[config.mk]
export PLATFORM = sky130hd
export DESIGN_NAME = spi_regport
export DESIGN_NICKNAME = d
export VERILOG_FILES = /design/src/core/spi_regport_pkg.sv /design/src/core/spi_regport.sv
export VERILOG_INCLUDE_DIRS = /design/src /design/src/core
export SDC_FILE = /design/constraint.sdc
export NUM_CORES = 2
export LEC_CHECK = 0
export BUFFER_PORTS_ARGS = -buffer_cell sky130_fd_sc_hd__buf_4
export CORE_MARGIN = 4
export CORE_UTILIZATION = 45
export DETAILED_ROUTE_END_ITERATION = 8
export SYNTH_ARGS = -nofsm -noshare
export SYNTH_HDL_FRONTEND = slang
export SYNTH_SLANG_ARGS = --single-unit
[constraint.sdc]
create_clock -name CLK_SYS -period 5.25 [get_ports CLK_SYS]
set_clock_uncertainty 0.1 [all_clocks]
set_input_delay 0 -clock CLK_SYS [delete_from_list [all_inputs] [get_ports CLK_SYS]]
set_output_delay 0 -clock CLK_SYS [all_outputs]
set_load 0.01 [all_outputs]
[src/core/spi_regport_cfg.svh]
// Constants for the serial register access port: offsets, masks, reset values and opcodes.
`ifndef SPI_REGPORT_CFG_SVH
`define SPI_REGPORT_CFG_SVH

// Register indices; the write opcode equals the index and the read opcode adds bit 7.
`define REG_BOOST_CONV_CFG_A 7'h14
`define REG_BOOST_CONV_CFG_B 7'h15
`define REG_TIME_SUBMINUTE 7'h30
`define REG_TIME_CLOCK_MH 7'h31
`define REG_CALENDAR_WEEKDAY_MONTHDAY 7'h32
`define REG_CALENDAR_MONTH_YEAR 7'h33
`define REG_WATCHDOG_COUNTDOWN 7'h34
`define REG_ALARM_MATCH 7'h35
`define REG_CAL_RESULT 7'h44
`define REG_INT_STATUS 7'h7E

// Bounds of the map sections.
`define ADDR_CFG_FIRST 7'h14
`define ADDR_CFG_LAST 7'h17
`define ADDR_MAIN_FIRST 7'h30
`define ADDR_WR_LAST 7'h43
`define ADDR_RD_LAST 7'h7F

// Opcode layout and execution opcodes.
`define OPC_READ_BIT 7
`define OPC_RESET 8'h04
`define OPC_INIT 8'h05
`define OPC_CAL 8'h0E

// Interrupt status layout.
`define INT_CAL_BIT 0

// Reset values.
`define CFG_POR 16'h0000
`define ZERO_WORD 16'h0000

// Masks of the implemented bits; reserved bits are cleared on write and read back as zero.
`define MASK_FULL 16'hFFFF
`define MASK_NONE 16'h0000
`define MASK_BOOST_A 16'hF0FF
`define MASK_HOURS 16'hFF7F
`define MASK_LAUNCH 16'hFFF8
`define MASK_HIT_PICK 16'h3F3F
`define MASK_SCHED_A 16'hFFFE
`define MASK_SCHED_B 16'hFF9F
`define MASK_CALCTL 16'h0FFF
`define MASK_RTCCTL 16'h007F

// Serial framing.
`define OPC_BITS 4'd7
`define WORD_BITS 4'd15

`endif

[src/core/spi_regport_pkg.sv]
// Types shared by the serial register access port.
package spi_regport_pkg;

   // Transfer phases, Gray coded from idle to opcode and from opcode to read or write.
   typedef enum logic [2:0] {
      ST_IDLE = 3'b000,
      ST_OPCODE = 3'b001,
      ST_READ = 3'b011,
      ST_WRITE = 3'b101,
      ST_EXEC = 3'b110
   } state_type;

endpackage

[src/core/spi_regport.sv]
// Serial register access port: opcode decode, burst read and write, calibration result capture.
`timescale 1ns/1ps
`include "spi_regport_cfg.svh"

module spi_regport (
   input wire logic CLK_SYS, // System clock, 100 MHz.
   input wire logic RST, // Synchronous reset, active high.
   input wire logic SCK, // Serial clock pin from the host.
   input wire logic CE_N, // Chip enable pin, active low.
   input wire logic DIN, // Serial data in pin.
   output logic DOUT, // Serial data out.
   output logic DOUT_OE, // High while the port drives serial data out.
   input wire logic CAL_DONE, // One-cycle pulse from the calibration engine.
   input wire logic [15:0] CAL_COUNT, // Measured 32 kHz period count, valid with CAL_DONE.
   input wire logic INT_ENABLE, // Level that enables the calibration interrupt.
   output logic INT_N, // Interrupt pin, active low.
   output logic CAL_START, // One-cycle pulse that starts calibration.
   output logic CMD_STROBE, // One-cycle pulse for any other execution opcode.
   output logic [7:0] CMD_CODE // Opcode that goes with CMD_STROBE.
);

   // Writable locations: boost configuration block and the clock through control block.
   function automatic logic writable(input logic [6:0] a);
      writable = (a >= `ADDR_CFG_FIRST && a <= `ADDR_CFG_LAST) ||
         (a >= `ADDR_MAIN_FIRST && a <= `ADDR_WR_LAST);
   endfunction

   // Readable locations add the result and status area above the writable block.
   function automatic logic readable(input logic [6:0] a);
      readable = (a >= `ADDR_CFG_FIRST && a <= `ADDR_CFG_LAST) ||
         (a >= `ADDR_MAIN_FIRST && a <= `ADDR_RD_LAST);
   endfunction

   // Next address in a burst; the gap between the two sections is skipped.
   function automatic logic [6:0] next_addr(input logic [6:0] a, input logic [6:0] last);
      if (a == `ADDR_CFG_LAST) begin
         next_addr = `ADDR_MAIN_FIRST;
      end else if (a == last) begin
         next_addr = `ADDR_CFG_FIRST;
      end else begin
         next_addr = a + 7'h01;
      end
   endfunction

   // Implemented bits of each writable location.
   function automatic logic [15:0] wmask(input logic [6:0] a);
      case (a)
         7'h14: wmask = `MASK_BOOST_A;
         7'h31, 7'h35: wmask = `MASK_HOURS;
         7'h36, 7'h37: wmask = `MASK_NONE;
         7'h38: wmask = `MASK_LAUNCH;
         7'h3A, 7'h3B, 7'h3C: wmask = `MASK_HIT_PICK;
         7'h3F: wmask = `MASK_SCHED_A;
         7'h40: wmask = `MASK_SCHED_B;
         7'h42: wmask = `MASK_CALCTL;
         7'h43: wmask = `MASK_RTCCTL;
         default: wmask = writable(a) ? `MASK_FULL : `MASK_NONE;
      endcase
   endfunction

   logic sck_s1, sck_s2, sck_s3;
   logic ce_s1, ce_s2, ce_s3;
   logic din_s1, din_s2;
   spi_regport_pkg::state_type state;
   logic [3:0] bit_cnt;
   logic [7:0] opc_sh;
   logic [15:0] wr_sh;
   logic [15:0] dout_sh;
   logic [6:0] addr;
   logic [15:0] regs [0:127];
   logic [15:0] cal_result;
   logic [15:0] int_status;

   // Pins come from the host's domain; two flops first, the third only feeds edge detection.
   always_ff @(posedge CLK_SYS) begin
      sck_s1 <= SCK;
      sck_s2 <= sck_s1;
      sck_s3 <= sck_s2;
      ce_s1 <= CE_N;
      ce_s2 <= ce_s1;
      ce_s3 <= ce_s2;
      din_s1 <= DIN;
      din_s2 <= din_s1;
   end

   // Edge and decode terms.
   wire sck_rise = sck_s2 && !sck_s3;
   wire ce_fall = !ce_s2 && ce_s3;
   wire ce_rise = ce_s2 && !ce_s3;
   wire [7:0] opc_full = {opc_sh[6:0], din_s2};
   wire opc_done = (state == spi_regport_pkg::ST_OPCODE) && sck_rise && bit_cnt == `OPC_BITS;
   wire opc_is_read = opc_full[`OPC_READ_BIT] && readable(opc_full[6:0]);
   wire opc_is_write = !opc_full[`OPC_READ_BIT] && writable(opc_full[6:0]);
   wire rd_word_done = (state == spi_regport_pkg::ST_READ) && sck_rise && bit_cnt == `WORD_BITS;
   wire wr_word_done = (state == spi_regport_pkg::ST_WRITE) && sck_rise && bit_cnt == `WORD_BITS;
   wire [15:0] wr_word = {wr_sh[14:0], din_s2};
   wire wr_en = wr_word_done && writable(addr);
   wire load_word = (opc_done && opc_is_read) || rd_word_done;
   wire [6:0] load_addr = opc_done ? opc_full[6:0] : next_addr(addr, `ADDR_RD_LAST);
   wire exec_go = ce_rise && state == spi_regport_pkg::ST_EXEC;
   wire exec_reset = exec_go && opc_sh == `OPC_RESET;
   wire exec_init = exec_go && opc_sh == `OPC_INIT;
   wire clear_all = RST || exec_reset;

   // Read data selection; unimplemented result slots read zero.
   wire [15:0] load_data = (load_addr == `REG_CAL_RESULT) ? cal_result :
      (load_addr == `REG_INT_STATUS) ? int_status :
      regs[load_addr] & wmask(load_addr);
   wire int_clear = load_word && load_addr == `REG_INT_STATUS;

   // Transfer sequencer; a released enable always returns to idle or executes.
   always_ff @(posedge CLK_SYS) begin
      if (RST) begin
         state <= spi_regport_pkg::ST_IDLE;
         bit_cnt <= 4'h0;
         opc_sh <= 8'h00;
         addr <= 7'h00;
      end else if (ce_fall) begin
         state <= spi_regport_pkg::ST_OPCODE;
         bit_cnt <= 4'h0;
      end else if (ce_s2) begin
         state <= spi_regport_pkg::ST_IDLE;
      end else begin
         unique case (state)
            spi_regport_pkg::ST_IDLE: begin
               bit_cnt <= 4'h0;
            end
            spi_regport_pkg::ST_OPCODE: begin
               if (sck_rise) begin
                  opc_sh <= opc_full;
                  bit_cnt <= bit_cnt + 4'h1;
                  if (bit_cnt == `OPC_BITS) begin
                     bit_cnt <= 4'h0;
                     addr <= opc_full[6:0];
                     if (opc_is_read) begin
                        state <= spi_regport_pkg::ST_READ;
                     end else if (opc_is_write) begin
                        state <= spi_regport_pkg::ST_WRITE;
                     end else begin
                        state <= spi_regport_pkg::ST_EXEC;
                     end
                  end
               end
            end
            spi_regport_pkg::ST_READ: begin
               if (sck_rise) begin
                  bit_cnt <= bit_cnt + 4'h1;
               end
               if (rd_word_done) begin
                  addr <= load_addr;
               end
            end
            spi_regport_pkg::ST_WRITE: begin
               if (sck_rise) begin
                  bit_cnt <= bit_cnt + 4'h1;
               end
               if (wr_word_done) begin
                  addr <= next_addr(addr, `ADDR_WR_LAST);
               end
            end
            spi_regport_pkg::ST_EXEC: begin
               bit_cnt <= 4'h0;
            end
            default: begin
               state <= spi_regport_pkg::ST_IDLE;
            end
         endcase
      end
   end

   // Write shifter and read shifter; both work on whole words only.
   always_ff @(posedge CLK_SYS) begin
      if (RST) begin
         wr_sh <= `ZERO_WORD;
         dout_sh <= `ZERO_WORD;
      end else begin
         if (state == spi_regport_pkg::ST_WRITE && sck_rise) begin
            wr_sh <= wr_word;
         end
         if (load_word) begin
            dout_sh <= load_data;
         end else if (state == spi_regport_pkg::ST_READ && sck_rise) begin
            dout_sh <= {dout_sh[14:0], 1'b0};
         end
      end
   end

   // Register array; reset and the reset opcode restore defaults, initialise covers 14h-17h only.
   always_ff @(posedge CLK_SYS) begin
      for (int i = 0; i < 128; i++) begin
         if (clear_all || (exec_init && i >= 20 && i <= 23)) begin
            regs[i] <= (i >= 20 && i <= 23) ? `CFG_POR : `ZERO_WORD;
         end else if (wr_en && addr == i[6:0]) begin
            regs[i] <= wr_word & wmask(addr);
         end
      end
   end

   // Calibration result and status; a new event wins over the clear that a read makes.
   always_ff @(posedge CLK_SYS) begin
      if (clear_all) begin
         cal_result <= `ZERO_WORD;
         int_status <= `ZERO_WORD;
      end else begin
         if (CAL_DONE) begin
            cal_result <= CAL_COUNT;
         end
         if (CAL_DONE) begin
            int_status[`INT_CAL_BIT] <= 1'b1;
         end else if (int_clear) begin
            int_status[`INT_CAL_BIT] <= 1'b0;
         end
      end
   end

   // Command strobes fire once the enable is released after a non-register opcode.
   always_ff @(posedge CLK_SYS) begin
      if (RST) begin
         CAL_START <= 1'b0;
         CMD_STROBE <= 1'b0;
         CMD_CODE <= 8'h00;
      end else begin
         CAL_START <= exec_go && opc_sh == `OPC_CAL;
         CMD_STROBE <= exec_go && opc_sh != `OPC_CAL;
         if (exec_go) begin
            CMD_CODE <= opc_sh;
         end
      end
   end

   // The pin is driven only in the read phase, so the opcode phase never collides with the host.
   assign DOUT = dout_sh[15];
   assign DOUT_OE = (state == spi_regport_pkg::ST_READ);
   assign INT_N = !(int_status[`INT_CAL_BIT] && INT_ENABLE);

   // Checks of the port's promises; one also guards the strobe pulse widths that a bench could miss.
   property p_cal_result;
      @(posedge CLK_SYS) disable iff (RST)
         CAL_DONE && !exec_reset |=> cal_result == $past(CAL_COUNT);
   endproperty
   a_cal_result: assert property (p_cal_result) else $error("count not stored");

   property p_cal_int;
      @(posedge CLK_SYS) disable iff (RST)
         CAL_DONE && INT_ENABLE && !exec_reset |=> !INT_N && int_status[`INT_CAL_BIT];
   endproperty
   a_cal_int: assert property (p_cal_int) else $error("calibration interrupt missing");

   property p_read_only;
      @(posedge CLK_SYS) disable iff (RST)
         wr_en |-> addr < `REG_CAL_RESULT;
   endproperty
   a_read_only: assert property (p_read_only) else $error("write to read-only slot");

   property p_oe_after_opcode;
      @(posedge CLK_SYS) disable iff (RST)
         $rose(DOUT_OE) |-> $past(opc_done) && $past(bit_cnt) == `OPC_BITS;
   endproperty
   a_oe_after_opcode: assert property (p_oe_after_opcode) else $error("early drive");

   property p_msb_first;
      @(posedge CLK_SYS) disable iff (RST)
         load_word && !ce_fall && !ce_s2 |=> DOUT == $past(load_data[15]);
   endproperty
   a_msb_first: assert property (p_msb_first) else $error("word not started at MSB");

   property p_read_inc;
      @(posedge CLK_SYS) disable iff (RST)
         rd_word_done && !ce_s2 |=> addr == next_addr($past(addr), `ADDR_RD_LAST);
   endproperty
   a_read_inc: assert property (p_read_inc) else $error("read address not advanced");

   property p_write_store;
      @(posedge CLK_SYS) disable iff (RST)
         wr_en && !ce_s2 |=> regs[$past(addr)] == ($past(wr_word) & wmask($past(addr)));
   endproperty
   a_write_store: assert property (p_write_store) else $error("write word not stored");

   property p_write_wrap;
      @(posedge CLK_SYS) disable iff (RST)
         wr_word_done && !ce_s2 && addr == `ADDR_WR_LAST |=> addr == `ADDR_CFG_FIRST;
   endproperty
   a_write_wrap: assert property (p_write_wrap) else $error("burst write did not wrap");

   property p_reset_values;
      @(posedge CLK_SYS)
         RST |=> regs[20] == `CFG_POR && regs[48] == `ZERO_WORD && int_status == `ZERO_WORD
            && cal_result == `ZERO_WORD;
   endproperty
   a_reset_values: assert property (p_reset_values) else $error("reset values");

   property p_exec_on_release;
      @(posedge CLK_SYS) disable iff (RST)
         CAL_START |-> $past(ce_rise) && $past(state) == spi_regport_pkg::ST_EXEC;
   endproperty
   a_exec_on_release: assert property (p_exec_on_release) else $error("command early");

   property p_strobe_rel;
      @(posedge CLK_SYS) disable iff (RST)
         CMD_STROBE |-> $past(ce_rise) && $past(state) == spi_regport_pkg::ST_EXEC;
   endproperty
   a_strobe_rel: assert property (p_strobe_rel) else $error("strobe early");

   property p_strobe_pulse;
      @(posedge CLK_SYS) disable iff (RST)
         CAL_START || CMD_STROBE |=> !CAL_START && !CMD_STROBE;
   endproperty
   a_strobe_pulse: assert property (p_strobe_pulse) else $error("strobe too long");

   property p_status_clear;
      @(posedge CLK_SYS) disable iff (RST)
         int_clear && !CAL_DONE |=> !int_status[`INT_CAL_BIT];
   endproperty
   a_status_clear: assert property (p_status_clear) else $error("status not cleared");

   property p_init_cfg;
      @(posedge CLK_SYS) disable iff (RST)
         exec_init |=> regs[`ADDR_CFG_FIRST] == `CFG_POR && regs[`ADDR_CFG_LAST] == `CFG_POR;
   endproperty
   a_init_cfg: assert property (p_init_cfg) else $error("initialise missed");

   property p_word_align;
      @(posedge CLK_SYS) disable iff (RST)
         opc_done && !ce_s2 |=> bit_cnt == 4'h0;
   endproperty
   a_word_align: assert property (p_word_align) else $error("word count not cleared");

   c_read_burst: cover property (@(posedge CLK_SYS) rd_word_done ##[1:400] rd_word_done);
   c_write_wrap: cover property (@(posedge CLK_SYS) wr_word_done && addr == `ADDR_WR_LAST);
   c_cal_cycle: cover property (@(posedge CLK_SYS) CAL_START ##[1:1000] CAL_DONE);

endmodule

==> reports/metrics.yaml <==
outcome: "completed"
grt_overflow: 0
nets: 6318
peakVddDrop_uv: 271.5
drt_first_pass_iters: 5
cts.sinks: 1464
ys_ff_latch: 1464
place_area_mm2: 0.06795
wl_um: 179300
clk_latency_ps: 790
leakage_nw: 27.66
cts_buffer_depth: 3
drt-initial-drc-count: 4777
cts_max_level: 4
grt_use_total: 0.2496
ys_types: 97
max-slew-margin-rel: 0.2094
rsz0062_at_grt: "false"
start_util: 0.4543
worst-endpoint-required_ps: 5860
grt_max_degree: 126
worst_pin_slew_ps: 1186
setup_violations: 0
synthCells: 5217
dieArea_mm2: 0.1433
die_h_um: 378.5
drive_gt1_frac: 0.07659
period_needed_ps: 4961
timing.setup.critical_path_class: "flop to flop"
root_buffer: "clkbuf_16"
via_per_inst: 5.259
seq_area_frac_synth: 0.6974
p_total_w: 0.02522
fp.dieW_um: 378.5
yosys_warnings: 0
drc: 0
cts_buffers: 156
ioPinCount: 36
crit_fanout: 50
post_cts_resized: 0
path_clk_slew_ps: 60
gr-max-usage-layer: "met2"
r2r_start: "addr[0]"
hpwlAfterDp_um: 115300
coreArea_mm2: 0.1360
startpoint: "addr[0]"
wl_per_cell_um: 21.88
antenna_found_initial: 2
placementRows: 135
grt.met1_usage: 0.3587
ys_async_sr_fraction: 0
hold_start: "CAL_DONE"
netlist_area_mm2: 0.06177
synth_edf_count: 1376
grt.met2_usage: 0.3827
fin_util: 0.5404
final-max-slew-violation-count: 0
fin_area_mm2: 0.07348
cap_violations: 0
drt.antenna.violating_nets: 0
arrival_ps: 5570
vias: 43088
fin_crit_sh: 0.9450
grt_pass1_vias: 40942
area_growth_pct: 18.95
power_density_mw_per_mm2: 343.3
min_path_type: "input port to flop"
cts_tree: "yes"
grt_pass1_wl_um: 266400
finalSetupTns_ps: 0
gr-usage-met3: 0.04870
hold_violations: 0
ys.flop_type: "edfxtp_1"
crit_path_start_kind: "flop"
end_kind: "flop"
cts_setup_buffers: 0
max_freq_mhz: 201.6
io_buffers: 35
routabilityCongestion: 0.9202
syn_avg_cell_area_um2: 11.84
## cells in the mapped netlist, drive strengths merged, types with 9 or more instances
master | count | area share
a311oi | 47 | 0.0068
nor2 | 500 | 0.031
or3 | 12 | 0.0012
nor4 | 11 | 0.0016
clkbuf | 132 | 0.0080
inv | 114 | 0.0069
edfxtp | 1376 | 0.67
and3 | 54 | 0.0055
o22ai | 15 | 0.0015
a22o | 26 | 0.0037
a32oi | 11 | 0.0016
a21oi | 226 | 0.018
o211ai | 10 | 0.0012
nor3 | 36 | 0.0032
nand3 | 515 | 0.042
nand4 | 21 | 0.0021
nand2 | 1235 | 0.075
o2111ai | 12 | 0.0017
and2 | 9 | 0.00095
mux2i | 122 | 0.020
o21ai | 77 | 0.0064
a22oi | 65 | 0.0079
a211oi | 15 | 0.0019
a31oi | 104 | 0.011
dfxtp | 88 | 0.029
buf | 256 | 0.024
nand2b | 10 | 0.0010
## stage by stage
step                instances  setup slack (ps)  hold WS [ps]
finish                   8193             288.7         104.5
global route             8192             181.8         117.6
CTS                      8192             314.1         34.31
detailed placement       7839             389.4         8.012
global placement         7839             395.3         5.819
floorplan                6216              1538        -72.28
## worst max-delay path: stages (launching register included)
cell and delay, ps:
dfxtp_1 630, ha_1 470, and2_1 210, and2_4 300
o41a_4 840, buf_12 320, buf_4 320, nand2_1 90
a32oi_1 290, a21oi_1 120, a31oi_1 410, and4_1 260
o2111ai_1 180, a211oi_1 280
## repair_timing
action	CTS	global route
hold buffers	73	0
hold endpoints to repair	81	0
endpoints found under the setup margin	0	0
## report_power, final
part	switching (W)	leakage, nW	internal (W)
Sequential	0.000222	14.1	0.0136
Clock	0.00455	2.34	0.00592
Combinational	0.000643	11.2	0.000268
## state kept, by name, summed over array words and instances, names as in the netlist, 3 cells and up
register and cells:
CMD_CODE 8, addr 7, bit_cnt 4, cal_result 16
dout_sh 16, opc_sh 8, regs 1376, state 3
wr_sh 15
## cell usage in the layout, fill, tap and decap left out, drive strengths merged, types with 88 or more instances in the layout
cell / count
nand2: 1235
conb: 1000
clkbuf: 204
nand3: 515
nor2: 500
a31oi: 104
inv: 122
edfxtp: 1376
a21oi: 226
dfxtp: 88
mux2i: 122
buf: 230
## routing by layer
layer | part of all wire | up-vias
li1 | - | 19898
met1 | 0.43 | 21044
met2 | 0.45 | 1847
met3 | 0.087 | 299
met4 | 0.034 | 0
met5 | 0 | -
## worst paths after layout
kind                   endpoint  slack, ps  cells past startpoint
setup / recovery     dout_sh[0]        290                     13
hold / removal    int_status[0]        100                      4
hold reg to reg          din_s2        230                      0
setup reg to reg     dout_sh[0]        290                     13
## layout make-up
| cell class | instances | area (µm²) |
|---|---|---|
| fill | 11596 | 62490 |
| sequential | 1464 | 43080 |
| multi-input combinational | 4250 | 20120 |
| clock buffer | 204 | 4182 |
| timing repair buffer | 303 | 2820 |
| tap | 1781 | 2228 |
| clock inverter | 76 | 614.3 |
| inverter | 114 | 427.9 |
| antenna | 1 | 2.502 |
## kinds of logic (layout without fill, tap and decap cells)
family | count (synthesis) | after routing | share of synthesized area
AND/OR/NAND/NOR | 2435 | 2435 | 0.1680
buffers and inverters | 502 | 697 | 0.03921
adder cells (fa/ha/maj) | 6 | 6 | 0.001215
multiplexers | 125 | 125 | 0.02032
flip-flops | 1464 | 1464 | 0.6974
other | 1 | 1001 | 0.00006071
XOR/XNOR | 10 | 10 | 0.001418
AO/OA/AOI/OAI | 674 | 674 | 0.07235
Note: power is estimated with default switching activity, not from simulation.
